==> src/hw/pss_pkg.sv <==
// Package: constants, register map and types of the power sequencer
//------------------------------------------------------------------
// Contract
// Raising the power-down-bar pin enables the device and starts a controlled start-up.
// Lowering the pin performs an orderly shutdown, one step at a time.
// Supply-ok shows the device active; low during start-up and under faults.
// The sequencer starts about 40 ms after the pin goes high.
// Sequence outputs 1..4 assert at 2, 4, 8, 16 ms; earlier ones stay.
// Reset trigger high starts the reset delay timer, subject to under-voltage.
// Under-voltage on an enabled unit holds the timer off until 500 ms.
// No trigger by 500 ms starts the timer anyway and sets the timeout event.
// Timer expiry drives the processor reset output high; low during start-up.
// A delay capacitor fault forces full shutdown and sets the timeout event.
// Active, soft sleep and deep sleep set codec, converter and regulator modes.
// Power-state field: 00 active, 01 soft sleep, 10 deep, 11 reserved; resets 00.
// Either sleep input forces deep sleep over the software field.
// Bit 3 media, bit 2 host sleep polarity; 0 active high; reset 0.
// Hibernate gives per-unit disable or low-power mode by configuration.
// The system may wire sequence outputs to unit hardware-enable pins.
// Tying reset trigger to sequence output 4 is recommended.
// Converter in active mode: hibernate-select wins, else active-select picks active/standby.
// A high hardware-enable pin enables its unit regardless of software.
// Reset delay is a parameterised count; capacitor fault is an input.
// Millisecond intervals count internal ticks; counters clear while the pin is low.
package pss_pkg;

  //------------------------------------------------------------------
  // Timing
  //------------------------------------------------------------------
  localparam int CLK_FREQ_HZ = 20_000_000;
  localparam int TICK_PERIOD_US = 1000;
  localparam int TICK_CYCLES_DEF = CLK_FREQ_HZ / 1_000_000 * TICK_PERIOD_US;
  localparam int MS_W = 10;
  localparam logic [MS_W-1:0] T_START_MS = 10'h028;
  localparam logic [MS_W-1:0] T_TIMEOUT_MS = 10'h1f4;
  localparam logic [MS_W-1:0] T_TO_LAST_MS = T_TIMEOUT_MS - 10'h001;
  localparam logic [MS_W-1:0] RST_DELAY_MS_DEF = 10'h00a;
  localparam int NUM_SEQ = 4;
  localparam logic [NUM_SEQ-1:0][MS_W-1:0] T_SEQ_MS = {10'h010, 10'h008, 10'h004, 10'h002};

  //------------------------------------------------------------------
  // Register map
  //------------------------------------------------------------------
  localparam int ADDR_W = 12;
  localparam logic [ADDR_W-1:0] REG_POWER_STATE_SEL = 12'h04c;
  localparam logic [ADDR_W-1:0] REG_UNIT_CFG = 12'h050;
  localparam logic [ADDR_W-1:0] REG_STATUS = 12'h054;
  localparam logic [15:0] POWER_STATE_SEL_RST = 16'h0000;
  localparam logic [15:0] UNIT_CFG_RST = 16'h0f00;
  localparam int POL_MEDIA_BIT = 3;
  localparam int POL_HOST_BIT = 2;
  localparam int PS_LSB = 0;
  localparam int CFG_SWEN_LSB = 0;
  localparam int CFG_HIB_LSB = 4;
  localparam int CFG_ACT_LSB = 8;
  localparam int CFG_LP_LSB = 12;
  localparam int ST_EVT_BIT = 8;
  localparam logic [1:0] RESP_OKAY = 2'h0;
  localparam logic [1:0] RESP_SLVERR = 2'h2;

  //------------------------------------------------------------------
  // Units and modes
  //------------------------------------------------------------------
  localparam int NUM_UNITS = 4;
  localparam int NUM_BUCKS = 2;
  localparam logic [1:0] MODE_ACTIVE = 2'h0;
  localparam logic [1:0] MODE_SOFT = 2'h1;
  localparam logic [1:0] MODE_DEEP = 2'h2;
  localparam logic [1:0] MODE_RSVD = 2'h3;
  localparam logic [1:0] UM_OFF = 2'h0;
  localparam logic [1:0] UM_STANDBY = 2'h1;
  localparam logic [1:0] UM_ACTIVE = 2'h2;
  localparam logic [1:0] UM_LOWPWR = 2'h3;
  localparam logic [1:0] CODEC_OFF = 2'h0;
  localparam logic [1:0] CODEC_HALF = 2'h1;
  localparam logic [1:0] CODEC_ON = 2'h2;

  typedef enum logic [3:0] {
    ST_OFF = 4'h1,
    ST_UP = 4'h2,
    ST_SHUT = 4'h4,
    ST_HALT = 4'h8
  } pss_state_e;

endpackage

==> src/hw/pss_tick_div.sv <==
// Millisecond tick divider standing in for the internal oscillator
`timescale 1ns/1ps
module pss_tick_div
  import pss_pkg::*;
#(
  parameter int DIV = 4
)
(
  // Clock and reset
  input wire logic aclk,
  input wire logic aresetn,
  // Tick
  output logic tick
);
  localparam int W = (DIV > 2) ? $clog2(DIV) : 1;
  localparam logic [W-1:0] LAST = W'(DIV - 1);

  logic [W-1:0] cnt_reg;
  wire logic wrap = (cnt_reg == LAST);

  // Free running: the oscillator never stops, only the ms counters clear
  always_ff @(posedge aclk)
  begin
    if (!aresetn)
    begin
      cnt_reg <= '0;
      tick <= 1'b0;
    end
    else
    begin
      cnt_reg <= wrap ? '0 : cnt_reg + 1'b1;
      tick <= wrap;
    end
  end
endmodule

==> src/hw/pss_unit_mode.sv <==
// Operating mode of one converter or regulator
`timescale 1ns/1ps
module pss_unit_mode
  import pss_pkg::*;
#(
  parameter bit IS_BUCK = 1'b1
)
(
  // Clock and reset
  input wire logic aclk,
  input wire logic aresetn,
  // Control
  input wire logic run,
  input wire logic enable,
  input wire logic [1:0] mode,
  input wire logic hib_sel,
  input wire logic active_sel,
  input wire logic hib_lowpwr,
  // Result
  output logic [1:0] unit_mode
);
  wire logic [1:0] hib_mode = hib_lowpwr ? UM_LOWPWR : UM_OFF;
  wire logic [1:0] act_mode = !IS_BUCK ? UM_ACTIVE :
                              hib_sel ? hib_mode :
                              active_sel ? UM_ACTIVE : UM_STANDBY;
  wire logic [1:0] soft_mode = IS_BUCK ? UM_STANDBY : UM_ACTIVE;
  wire logic [1:0] mode_next = (!run || !enable) ? UM_OFF :
                               (mode == MODE_DEEP) ? hib_mode :
                               (mode == MODE_SOFT) ? soft_mode : act_mode;

  always_ff @(posedge aclk)
  begin
    if (!aresetn)
      unit_mode <= UM_OFF;
    else
      unit_mode <= mode_next;
  end
endmodule

==> src/hw/pss_power_seq.sv <==
// Power sequencer top: register slave, start-up FSM, reset delay, sleep modes
`timescale 1ns/1ps
module pss_power_seq
  import pss_pkg::*;
#(
  parameter int TICK_CYCLES = TICK_CYCLES_DEF,
  parameter logic [MS_W-1:0] RST_DELAY_MS = RST_DELAY_MS_DEF
)
(
  // Clock and reset
  input wire logic aclk,
  input wire logic aresetn,
  // AXI4-Lite write channels
  input wire logic [ADDR_W-1:0] s_axi_awaddr,
  input wire logic s_axi_awvalid,
  output logic s_axi_awready,
  input wire logic [31:0] s_axi_wdata,
  input wire logic [3:0] s_axi_wstrb,
  input wire logic s_axi_wvalid,
  output logic s_axi_wready,
  output logic [1:0] s_axi_bresp,
  output logic s_axi_bvalid,
  input wire logic s_axi_bready,
  // AXI4-Lite read channels
  input wire logic [ADDR_W-1:0] s_axi_araddr,
  input wire logic s_axi_arvalid,
  output logic s_axi_arready,
  output logic [31:0] s_axi_rdata,
  output logic [1:0] s_axi_rresp,
  output logic s_axi_rvalid,
  input wire logic s_axi_rready,
  // Device pins in
  input wire logic power_down_bar_pin,
  input wire logic reset_trigger_in,
  input wire logic media_sleep_in,
  input wire logic host_sleep_in,
  input wire logic delay_cap_fault_in,
  input wire logic [NUM_UNITS-1:0] hw_enable_in,
  input wire logic [NUM_UNITS-1:0] under_voltage_in,
  // Device pins out
  output logic supply_ok_out,
  output logic seq_out_1,
  output logic seq_out_2,
  output logic seq_out_3,
  output logic seq_out_4,
  output logic processor_reset_bar,
  output logic delay_timeout_event,
  output logic [1:0] codec_mode,
  output logic [2*NUM_UNITS-1:0] unit_mode
);

  //------------------------------------------------------------------
  // State
  //------------------------------------------------------------------
  pss_state_e state_reg, state_next;
  logic [MS_W-1:0] ms_cnt_reg, ms_cnt_next;
  logic [MS_W-1:0] dly_cnt_reg, dly_cnt_next;
  logic [NUM_SEQ-1:0] seq_reg, seq_next, seq_hit;
  logic dly_run_reg, trig_seen_reg, fault_reg, evt_reg;
  logic [15:0] pwr_ctl_reg, unit_cfg_reg;
  logic tick;

  pss_tick_div #(.DIV(TICK_CYCLES)) u_tick (
    .aclk(aclk),
    .aresetn(aresetn),
    .tick(tick)
  );

  //------------------------------------------------------------------
  // Bus slave
  //------------------------------------------------------------------
  logic aw_got_reg, w_got_reg;
  logic [ADDR_W-1:0] aw_addr_reg;
  logic [15:0] w_data_reg;
  logic [1:0] w_strb_reg;

  function automatic logic [15:0] merge16(input logic [15:0] old, input logic [15:0] d,
                                          input logic [1:0] strb);
    merge16 = {strb[1] ? d[15:8] : old[15:8], strb[0] ? d[7:0] : old[7:0]};
  endfunction

  wire logic aw_hs = s_axi_awvalid & s_axi_awready;
  wire logic w_hs = s_axi_wvalid & s_axi_wready;
  wire logic ar_hs = s_axi_arvalid & s_axi_arready;
  // Write lands one cycle after both halves are held, keeping the path short
  wire logic do_write = aw_got_reg & w_got_reg & ~s_axi_bvalid;
  wire logic aw_got_next = (aw_got_reg | aw_hs) & ~do_write;
  wire logic w_got_next = (w_got_reg | w_hs) & ~do_write;
  wire logic bvalid_next = do_write | (s_axi_bvalid & ~s_axi_bready);
  wire logic rvalid_next = ar_hs | (s_axi_rvalid & ~s_axi_rready);
  wire logic wr_pwr = do_write & (aw_addr_reg == REG_POWER_STATE_SEL);
  wire logic wr_cfg = do_write & (aw_addr_reg == REG_UNIT_CFG);
  wire logic wr_sts = do_write & (aw_addr_reg == REG_STATUS);
  wire logic wr_hit = wr_pwr | wr_cfg | wr_sts;
  wire logic evt_clr = wr_sts & w_strb_reg[1] & w_data_reg[ST_EVT_BIT];

  always_ff @(posedge aclk)
  begin
    if (!aresetn)
    begin
      aw_got_reg <= 1'b0;
      w_got_reg <= 1'b0;
      aw_addr_reg <= '0;
      w_data_reg <= '0;
      w_strb_reg <= '0;
      s_axi_awready <= 1'b0;
      s_axi_wready <= 1'b0;
      s_axi_bvalid <= 1'b0;
      s_axi_bresp <= RESP_OKAY;
    end
    else
    begin
      aw_got_reg <= aw_got_next;
      w_got_reg <= w_got_next;
      if (aw_hs)
        aw_addr_reg <= s_axi_awaddr;
      if (w_hs)
      begin
        w_data_reg <= s_axi_wdata[15:0];
        w_strb_reg <= s_axi_wstrb[1:0];
      end
      s_axi_awready <= ~aw_got_next & ~bvalid_next;
      s_axi_wready <= ~w_got_next & ~bvalid_next;
      s_axi_bvalid <= bvalid_next;
      if (do_write)
        s_axi_bresp <= wr_hit ? RESP_OKAY : RESP_SLVERR;
    end
  end

  //------------------------------------------------------------------
  // Control registers
  //------------------------------------------------------------------
  always_ff @(posedge aclk)
  begin
    if (!aresetn)
    begin
      pwr_ctl_reg <= POWER_STATE_SEL_RST;
      unit_cfg_reg <= UNIT_CFG_RST;
    end
    else
    begin
      if (wr_pwr)
        pwr_ctl_reg <= merge16(pwr_ctl_reg, w_data_reg, w_strb_reg);
      if (wr_cfg)
        unit_cfg_reg <= merge16(unit_cfg_reg, w_data_reg, w_strb_reg);
    end
  end

  //------------------------------------------------------------------
  // Operating mode
  //------------------------------------------------------------------
  wire logic media_act = media_sleep_in ^ pwr_ctl_reg[POL_MEDIA_BIT];
  wire logic host_act = host_sleep_in ^ pwr_ctl_reg[POL_HOST_BIT];
  wire logic [1:0] sw_mode = pwr_ctl_reg[PS_LSB +: 2];
  // Reserved code falls back to active rather than an undefined mode
  wire logic [1:0] eff_mode = (media_act | host_act) ? MODE_DEEP :
                              (sw_mode == MODE_RSVD) ? MODE_ACTIVE : sw_mode;

  //------------------------------------------------------------------
  // Start-up sequencing and reset delay
  //------------------------------------------------------------------
  wire logic in_up = (state_reg == ST_UP);
  wire logic in_shut = (state_reg == ST_SHUT);
  wire logic pin_up = power_down_bar_pin;
  wire logic [NUM_UNITS-1:0] unit_en =
    hw_enable_in | unit_cfg_reg[CFG_SWEN_LSB +: NUM_UNITS];
  wire logic uv_any = |(under_voltage_in & unit_en);
  wire logic timeout_hit = in_up & tick & (ms_cnt_reg == T_TO_LAST_MS);
  wire logic trig_ok = reset_trigger_in & ~uv_any;
  wire logic dly_start = in_up & ~dly_run_reg & ~processor_reset_bar &
                         (trig_ok | timeout_hit);
  wire logic dly_done = dly_run_reg & (dly_cnt_reg == RST_DELAY_MS);
  wire logic fault_hit = in_up & delay_cap_fault_in;
  wire logic to_evt = timeout_hit & ~trig_seen_reg & ~reset_trigger_in;
  wire logic evt_next = to_evt | fault_hit | (evt_reg & ~evt_clr);
  wire logic [1:0] codec_next = (!in_up || eff_mode == MODE_DEEP) ? CODEC_OFF :
                                (eff_mode == MODE_SOFT) ? CODEC_HALF : CODEC_ON;

  genvar gi;
  generate
    for (gi = 0; gi < NUM_SEQ; gi++)
    begin : g_seq
      assign seq_hit[gi] = (ms_cnt_reg >= T_START_MS + T_SEQ_MS[gi]);
    end
  endgenerate

  always_comb
  begin
    state_next = state_reg;
    case (state_reg)
      ST_OFF:
        if (pin_up)
          state_next = ST_UP;
      ST_UP:
        if (!pin_up || fault_hit)
          state_next = ST_SHUT;
      ST_SHUT:
        if (seq_reg == '0)
          state_next = fault_reg ? ST_HALT : ST_OFF;
      ST_HALT:
        if (!pin_up)
          state_next = ST_OFF;
      default:
        state_next = ST_OFF;
    endcase
  end

  always_comb
  begin
    seq_next = '0;
    if (in_up)
      seq_next = seq_reg | seq_hit;
    else if (in_shut)
      seq_next = tick ? (seq_reg >> 1) : seq_reg;
  end

  assign ms_cnt_next = (!pin_up || !in_up) ? '0 :
                       (tick && ms_cnt_reg != T_TIMEOUT_MS) ? ms_cnt_reg + 1'b1 : ms_cnt_reg;
  assign dly_cnt_next = (!in_up || !dly_run_reg || dly_done) ? '0 :
                        tick ? dly_cnt_reg + 1'b1 : dly_cnt_reg;

  always_ff @(posedge aclk)
  begin
    if (!aresetn)
    begin
      state_reg <= ST_OFF;
      ms_cnt_reg <= '0;
      dly_cnt_reg <= '0;
      seq_reg <= '0;
      dly_run_reg <= 1'b0;
      trig_seen_reg <= 1'b0;
      fault_reg <= 1'b0;
      evt_reg <= 1'b0;
    end
    else
    begin
      state_reg <= state_next;
      ms_cnt_reg <= ms_cnt_next;
      dly_cnt_reg <= dly_cnt_next;
      seq_reg <= seq_next;
      dly_run_reg <= in_up & ((dly_run_reg & ~dly_done) | dly_start);
      trig_seen_reg <= in_up & (trig_seen_reg | reset_trigger_in);
      fault_reg <= (state_reg != ST_OFF) & (fault_reg | fault_hit);
      evt_reg <= evt_next;
    end
  end

  //------------------------------------------------------------------
  // Pin outputs
  //------------------------------------------------------------------
  always_ff @(posedge aclk)
  begin
    if (!aresetn)
    begin
      processor_reset_bar <= 1'b0;
      supply_ok_out <= 1'b0;
      codec_mode <= CODEC_OFF;
    end
    else
    begin
      processor_reset_bar <= in_up & pin_up & ~delay_cap_fault_in &
                             (processor_reset_bar | dly_done);
      supply_ok_out <= in_up & pin_up & ~delay_cap_fault_in & seq_reg[NUM_SEQ-1] &
                       processor_reset_bar & ~uv_any;
      codec_mode <= codec_next;
    end
  end

  assign seq_out_1 = seq_reg[0];
  assign seq_out_2 = seq_reg[1];
  assign seq_out_3 = seq_reg[2];
  assign seq_out_4 = seq_reg[3];
  assign delay_timeout_event = evt_reg;

  // Units stay powered through shutdown until the sequence outputs drain
  generate
    for (gi = 0; gi < NUM_UNITS; gi++)
    begin : g_unit
      pss_unit_mode #(.IS_BUCK(gi < NUM_BUCKS)) u_unit (
        .aclk(aclk),
        .aresetn(aresetn),
        .run(in_up | in_shut),
        .enable(unit_en[gi]),
        .mode(eff_mode),
        .hib_sel(unit_cfg_reg[CFG_HIB_LSB + gi]),
        .active_sel(unit_cfg_reg[CFG_ACT_LSB + gi]),
        .hib_lowpwr(unit_cfg_reg[CFG_LP_LSB + gi]),
        .unit_mode(unit_mode[2*gi +: 2])
      );
    end
  endgenerate

  //------------------------------------------------------------------
  // Register reads
  //------------------------------------------------------------------
  wire logic [15:0] status_word = {unit_en, 2'h0, fault_reg, evt_reg, eff_mode,
                                   seq_reg, processor_reset_bar, supply_ok_out};
  wire logic rd_hit = (s_axi_araddr == REG_POWER_STATE_SEL) ||
                      (s_axi_araddr == REG_UNIT_CFG) || (s_axi_araddr == REG_STATUS);
  wire logic [15:0] rd_word = (s_axi_araddr == REG_POWER_STATE_SEL) ? pwr_ctl_reg :
                              (s_axi_araddr == REG_UNIT_CFG) ? unit_cfg_reg :
                              (s_axi_araddr == REG_STATUS) ? status_word : 16'h0000;

  always_ff @(posedge aclk)
  begin
    if (!aresetn)
    begin
      s_axi_arready <= 1'b0;
      s_axi_rvalid <= 1'b0;
      s_axi_rdata <= '0;
      s_axi_rresp <= RESP_OKAY;
    end
    else
    begin
      s_axi_arready <= ~rvalid_next;
      s_axi_rvalid <= rvalid_next;
      if (ar_hs)
      begin
        s_axi_rdata <= {16'h0000, rd_word};
        s_axi_rresp <= rd_hit ? RESP_OKAY : RESP_SLVERR;
      end
    end
  end
endmodule

==> config.mk <==
export PLATFORM = sky130hd
export DESIGN_NAME = pss_power_seq
export DESIGN_NICKNAME = d
export VERILOG_FILES = /design/src/hw/pss_pkg.sv /design/src/hw/pss_tick_div.sv /design/src/hw/pss_unit_mode.sv /design/src/hw/pss_power_seq.sv
export SDC_FILE = /design/constraint.sdc
export NUM_CORES = 1
export LEC_CHECK = 0
export ABC_AREA = 1
export BUFFER_PORTS_ARGS = -buffer_cell sky130_fd_sc_hd__buf_2
export CAP_MARGIN = 15
export CORE_ASPECT_RATIO = 1.2
export CORE_MARGIN = 5
export CORE_UTILIZATION = 40
export CTS_CLUSTER_DIAMETER = 30
export DETAILED_ROUTE_END_ITERATION = 16
export GPL_ROUTABILITY_DRIVEN = 0
export HOLD_SLACK_MARGIN = 0.03
export SYNTH_ARGS = -nofsm -noshare
export SYNTH_HDL_FRONTEND = slang
export SYNTH_HIERARCHICAL = 1
export SYNTH_SLANG_ARGS = --single-unit
==> constraint.sdc <==
create_clock -name aclk -period 1.6 [get_ports aclk]
set_input_delay 0.48 -clock aclk [delete_from_list [all_inputs] [get_ports aclk]]
set_output_delay 0.48 -clock aclk [all_outputs]
set_load 0.05 [all_outputs]
==> metrics, run 1 <==
slowest cell on the critical path=dfxtp_1; area leader, netlist=dfxtp_1; footprint of the multi-input gates=3430 um2; Final Max Slew Viols=0; hold slack=306 ps; Layout area overhead=21.8%; clock-pin transition on the worst setup and hold timing paths=60 ps; I/O Buffers=101; worst path bufs/invs=1; period utilization=97.7%; crit start category=flip-flop; Post-synth EDFFs=0; FF-to-FF path depth=8; drt wl/cell=12.5 um; Final Hold Vio Count=0; slowest cell delay on critical path=380 ps; top post-synthesis cells by count=214 x nand2_1, 172 x nor2_1, 147 x dfxtp_1, 120 x inv_1, 85 x nand3_1; Worst Hold Path EP=aw_addr_reg[11]; worst reg2reg startpoint=ms_cnt_reg[1]; fillcell total=1844; Setup-failing EPs final=0; Clock Sinks=147; Setup Skew=8.60 ps; antenna violations before repair=0; Seq cells post-synth=147; Worst-Skew Late Latency=420 ps; Worst R2R End=delay_timeout_event; HP Start=s_axi_awaddr[11]; Vias/cell=4.66; post-route ant nets=0; Die Height=156 um; Rows=53; final cell count without fillers=1394; Synth Flop Type=dfxtp_1; number of global-route vias before repair=6022; endpoint class of the critical path=output port; die width=131 um; crit-path max FO=2; via count=6493; synthesized area per cell=6.92 um2; Initial Utilization=40.6%; status=complete, no violations; I/O pin cnt=138; CTS root buf=clkbuf_16; CTS Buffer Depth=2; power per cell area=990 nW/um2; Mapped Area=7080 um2; CTS tree=done; Cell Area, Placed=8010 um2; DR pass1 iterations=5; type of the tightest min-delay check=in -> reg; RSZ-0062 raised after global routing=true; Final min period=1560 ps; wirelength, routed=17.5 mm; die area=20500 um2; MaxCap Viol Count=0; synth unique cells=37; global-route wire length before repair=28.7 mm; Max IR drop VDD=0.000726 V; Final Cell Area=8630 um2; Lkg Pwr=0.00395 uW; diode count=0; asr flop ratio synth=0%; CP Cell Sequence=buf_2; register area share after synthesis=41.5%; GR Util All Layers=16.9%; yosys warns=6; CTS buffer count=17; crit path kind=reg -> out; FF+latch area=2950 um2; most common cell in the netlist=nand2_1; H-tree lvl count=4; cts hold-fix bufs=0; reg2reg setup slack=150 ps; DR DRC count=0; Arr. time, crit path=1080 ps; CP required=1120 ps; placed cells=1360; CORE AREA=17400 um2; share of post-route cells with drive strength above 1=20.1%; Post-Syn Instances=1024; GRT overflow=0; final net count=1247; post-detail-place hpwl=13.2 mm; Peak Freq=640 MHz; largest net degree at the start of global routing=44; Hold Path Depth=3; Worst path top cell family by delay=flip-flops; top cells by area, synth=dfxtp_1 42%, nand2_1 11%, nor2_1 9.1%, inv_1 6.4%, nand3_1 6.0%; Initial DRC Count=368; top cell type's share of synthesized area=41.5%
==> cell families (layout without fill, tap and decap cells) <==
logic type	after synthesis	after routing	share of synthesized area (%)
AO/OA/AOI/OAI	121	121	8.83
XOR/XNOR	18	18	2.23
adder cells (fa/ha/maj)	6	6	1.06
buffers and inverters	174	307	10.9
flip-flops	147	147	41.5
other	1	18	0.0529
AND/OR/NAND/NOR	557	557	35.3
==> what timing repair did <==
action / 4_1_cts / 5_1_grt
gates resized for setup: 8 / 5
pin swaps: 0 / 1
endpoints found under the setup margin: 7 / 13
buffers inserted: 0 / 2
gates cloned: 0 / 0
==> report_power, final <==
group          leakage (uW)  internal (uW)  switching (uW)
registers           0.00119           3770            80.5
logic               0.00249            259             543
clock network      0.000269           2240            1650
total               0.00395           6270            2270
==> layout make-up <==
cell class | instances | area share [%]
clock inverter | 13 | 1.45
inverter | 129 | 5.61
clock buffer | 19 | 5.25
timing repair buffer | 146 | 10.6
sequential | 147 | 34.1
multi-input combinational | 720 | 39.8
tap | 220 | 3.19
==> placed cells by master (no fill, tap or decap), types with 12 or more instances in the layout <==
master     count
a21oi_1       58
buf_2         94
buf_4         48
clkbuf_16     17
conb_1        18
dfxtp_1      144
inv_1        120
nand2_1      214
nand3_1       85
nand4_1       12
nor2_1       170
nor2_2        20
nor3_1        14
o21ai_0       54
==> metrics by stage <==
step | util [%] | power (uW) | setup TNS (ps) | worst slack [ps]
CTS | 49.4 | 8630 | 0 | 13.2
floorplan | - | 4510 | 0 | 31.8
global route | 49.5 | 8910 | -8.87 | -8.87
finish | 49.5 | 8540 | 0 | 36.4
global placement | 45.9 | 4730 | -1060 | -85.2
detailed placement | 45.9 | 4730 | -1290 | -119
==> routing by layer <==
layer / global-route usage [%] / up-vias / wire, um
met5: 0 / - / 0
met4: 5.98 / 0 / 265
met3: 3.32 / 21 / 676
met2: 30.0 / 116 / 8880
met1: 20.4 / 2885 / 7640
li1: - / 3471 / -
==> how the worst max path moves through the flow <==
stage                               start                to  slack, ps  depth (start not counted)
after floorplan             s_axi_arready   s_axi_rdata[10]         30                          6
after global placement    s_axi_araddr[8]    s_axi_rdata[1]        -90                          9
after detailed placement  s_axi_araddr[9]    s_axi_rdata[1]       -120                          9
after CTS                      seq_reg[3]         seq_out_4         10                          1
after global routing      aw_addr_reg[11]  unit_cfg_reg[14]         -9                          9
final                      s_axi_rdata[9]    s_axi_rdata[9]         40                          1
Power figures use the tool's default switching activity.
==> run 2, diff against run 1 <==
Settings changed: CORE_UTILIZATION 40 to 55, PLACE_DENSITY from default to 0.8.
==> metrics, run 2 (same netlist as run 1, synthesis figures left out) <==
most frequent cells in the layout=213 x nand2_1, 171 x nor2_1, 144 x dfxtp_1, 120 x inv_1, 94 x buf_2 (was 214 x nand2_1, 170 x nor2_1, 144 x dfxtp_1, 120 x inv_1, 94 x buf_2); wirelength, routed=17.1 mm (was 17.5 mm); origin of the worst setup path=seq_reg[1] (was s_axi_rdata[9]); setup TNS=0 ps (unchanged); period utilization=98.9% (was 97.7%); global-route wire length before repair=27.8 mm (was 28.7 mm); RSZ-0062 raised after global routing=false (was true); FF-to-FF path depth=8 (unchanged); Peak Freq=632 MHz (was 640 MHz); Final Hold Vio Count=0 (unchanged); slowest cell delay on critical path=440 ps (was 380 ps); number of global-route vias before repair=6208 (was 6022); GR Util All Layers=22.6% (was 16.9%); type of the tightest min-delay check=in -> reg (unchanged); Worst path top cell family by delay=flip-flops (unchanged); share of post-route cells with drive strength above 1=20.4% (was 20.1%); crit-path max FO=4 (was 2); Vias/cell=4.99 (was 4.66); Worst-Skew Late Latency=430 ps (was 420 ps); final net count=1251 (was 1247); largest net degree at the start of global routing=40 (was 44); GRT overflow=0 (unchanged); slowest cell on the critical path=dfxtp_1 (unchanged); HP Start=s_axi_wdata[12] (was s_axi_awaddr[11]); Placement Setup Slack=-101 ps (was -119 ps); Final Cell Area=8650 um2 (was 8630 um2); Arr. time, crit path=1100 ps (was 1080 ps); status=complete, no violations (unchanged); clock-pin transition on the worst setup and hold timing paths=60 ps (about the same); drt wl/cell=12.8 um (was 12.5 um); fillcell total=1068 (was 1844); Hold Path Depth=3 (unchanged); reg2reg setup slack=130 ps (was 150 ps); I/O pin cnt=138 (unchanged); CTS root buf=clkbuf_16 (unchanged); DR DRC count=0 (unchanged); final cell count without fillers=1341 (was 1394); I/O Buffers=101 (unchanged); most common cell after layout, fill and taps aside=nand2_1 (unchanged); worst path bufs/invs=1 (unchanged); Die Height=134 um (was 156 um); Worst Hold Path EP=w_data_reg[12] (was aw_addr_reg[11]); post-detail-place hpwl=12.8 mm (was 13.2 mm); via count=6693 (was 6493); Setup-failing EPs final=0 (unchanged); post-route ant nets=0 (unchanged); Layout area overhead=22.1% (was 21.8%); Setup Skew=7.13 ps (was 8.60 ps); Rows=45 (was 53); CP required=1120 ps (about the same); CTS Buffer Depth=2 (unchanged); Clock Sinks=147 (unchanged); cts hold-fix bufs=0 (unchanged); die area=15300 um2 (was 20500 um2); Cell Area, Placed=8000 um2 (was 8010 um2); power per cell area=1020 nW/um2 (was 990 nW/um2); worst reg2reg startpoint=state_reg[3] (was ms_cnt_reg[1]); CTS buffer count=17 (unchanged); Final min period=1580 ps (was 1560 ps); Design Power=8800 uW (was 8540 uW); DR pass1 iterations=5 (unchanged); CTS tree=done (unchanged); crit path kind=reg -> out (unchanged); Final Max Slew Viols=0 (unchanged); Setup WS post-layout=17.8 ps (was 36.4 ps); Initial DRC Count=388 (was 368); endpoint class of the critical path=output port (unchanged); Worst R2R End=ms_cnt_reg[6] (was delay_timeout_event); CP Cell Sequence=buf_4 (was buf_2); CORE AREA=12700 um2 (was 17400 um2); Lkg Pwr=0.00400 uW (was 0.00395 uW); MaxCap Viol Count=0 (unchanged); die width=114 um (was 131 um); Post-CTS Setup Bufs=0 (unchanged); Max IR drop VDD=0.000829 V (was 0.000726 V); placed cells=1310 (was 1360); H-tree lvl count=4 (unchanged); crit start category=flip-flop (unchanged); cts repair resizes=6 (was 8); diode count=0 (unchanged); antenna violations before repair=0 (unchanged); Initial Utilization=55.9% (was 40.6%)
[run 2: worst min-delay path: stages]
cell     delay, ps
buf_2           70
o21ai_0         70
nor2_1          70
[run 2: layout make-up]
type	count	area, um2	area share (%)
Multi-Input combinational cell	720	3440	39.8
Inverter	129	484	5.60
Clock buffer	20	467	5.40
Sequential cell	147	2950	34.1
Clock inverter	11	151	1.75
Timing Repair Buffer	150	953	11.0
Tap cell	164	205	2.37
[run 2: per-stage QoR]
step                      hold WS [ps]  utilization [%]
after floorplan                    419                -
after global placement             437             63.1
after detailed placement           438             63.1
after CTS                          291             68.1
after global routing               314             68.3
final                              299             68.3
[run 2: per-layer routing]
| layer | share of wire (%) | GRT usage [%] |
|---|---|---|
| met1 | 42 | 26.7 |
| met2 | 50 | 39.1 |
| met3 | 4.9 | 4.60 |
| met4 | 2.8 | 10.2 |
| met5 | 0 | 0 |
[run 2: where the power goes]
part / leakage, uW / internal, uW / switching, uW
registers: 0.00119 / 3770 / 83.9
logic: 0.00251 / 269 / 552
clock network: 0.000291 / 2570 / 1550
[run 2: how the worst max path moves through the flow]
stage	end	slack (ps)	cells past startpoint
2_1_floorplan	s_axi_rdata[10]	30	6
4_1_cts	processor_reset_bar	9	1
3_5_place_dp	s_axi_rdata[4]	-100	9
5_1_grt	dly_cnt_reg[6]	2	9
3_3_place_gp	s_axi_rdata[6]	-60	9
6_report	seq_out_2	20	1
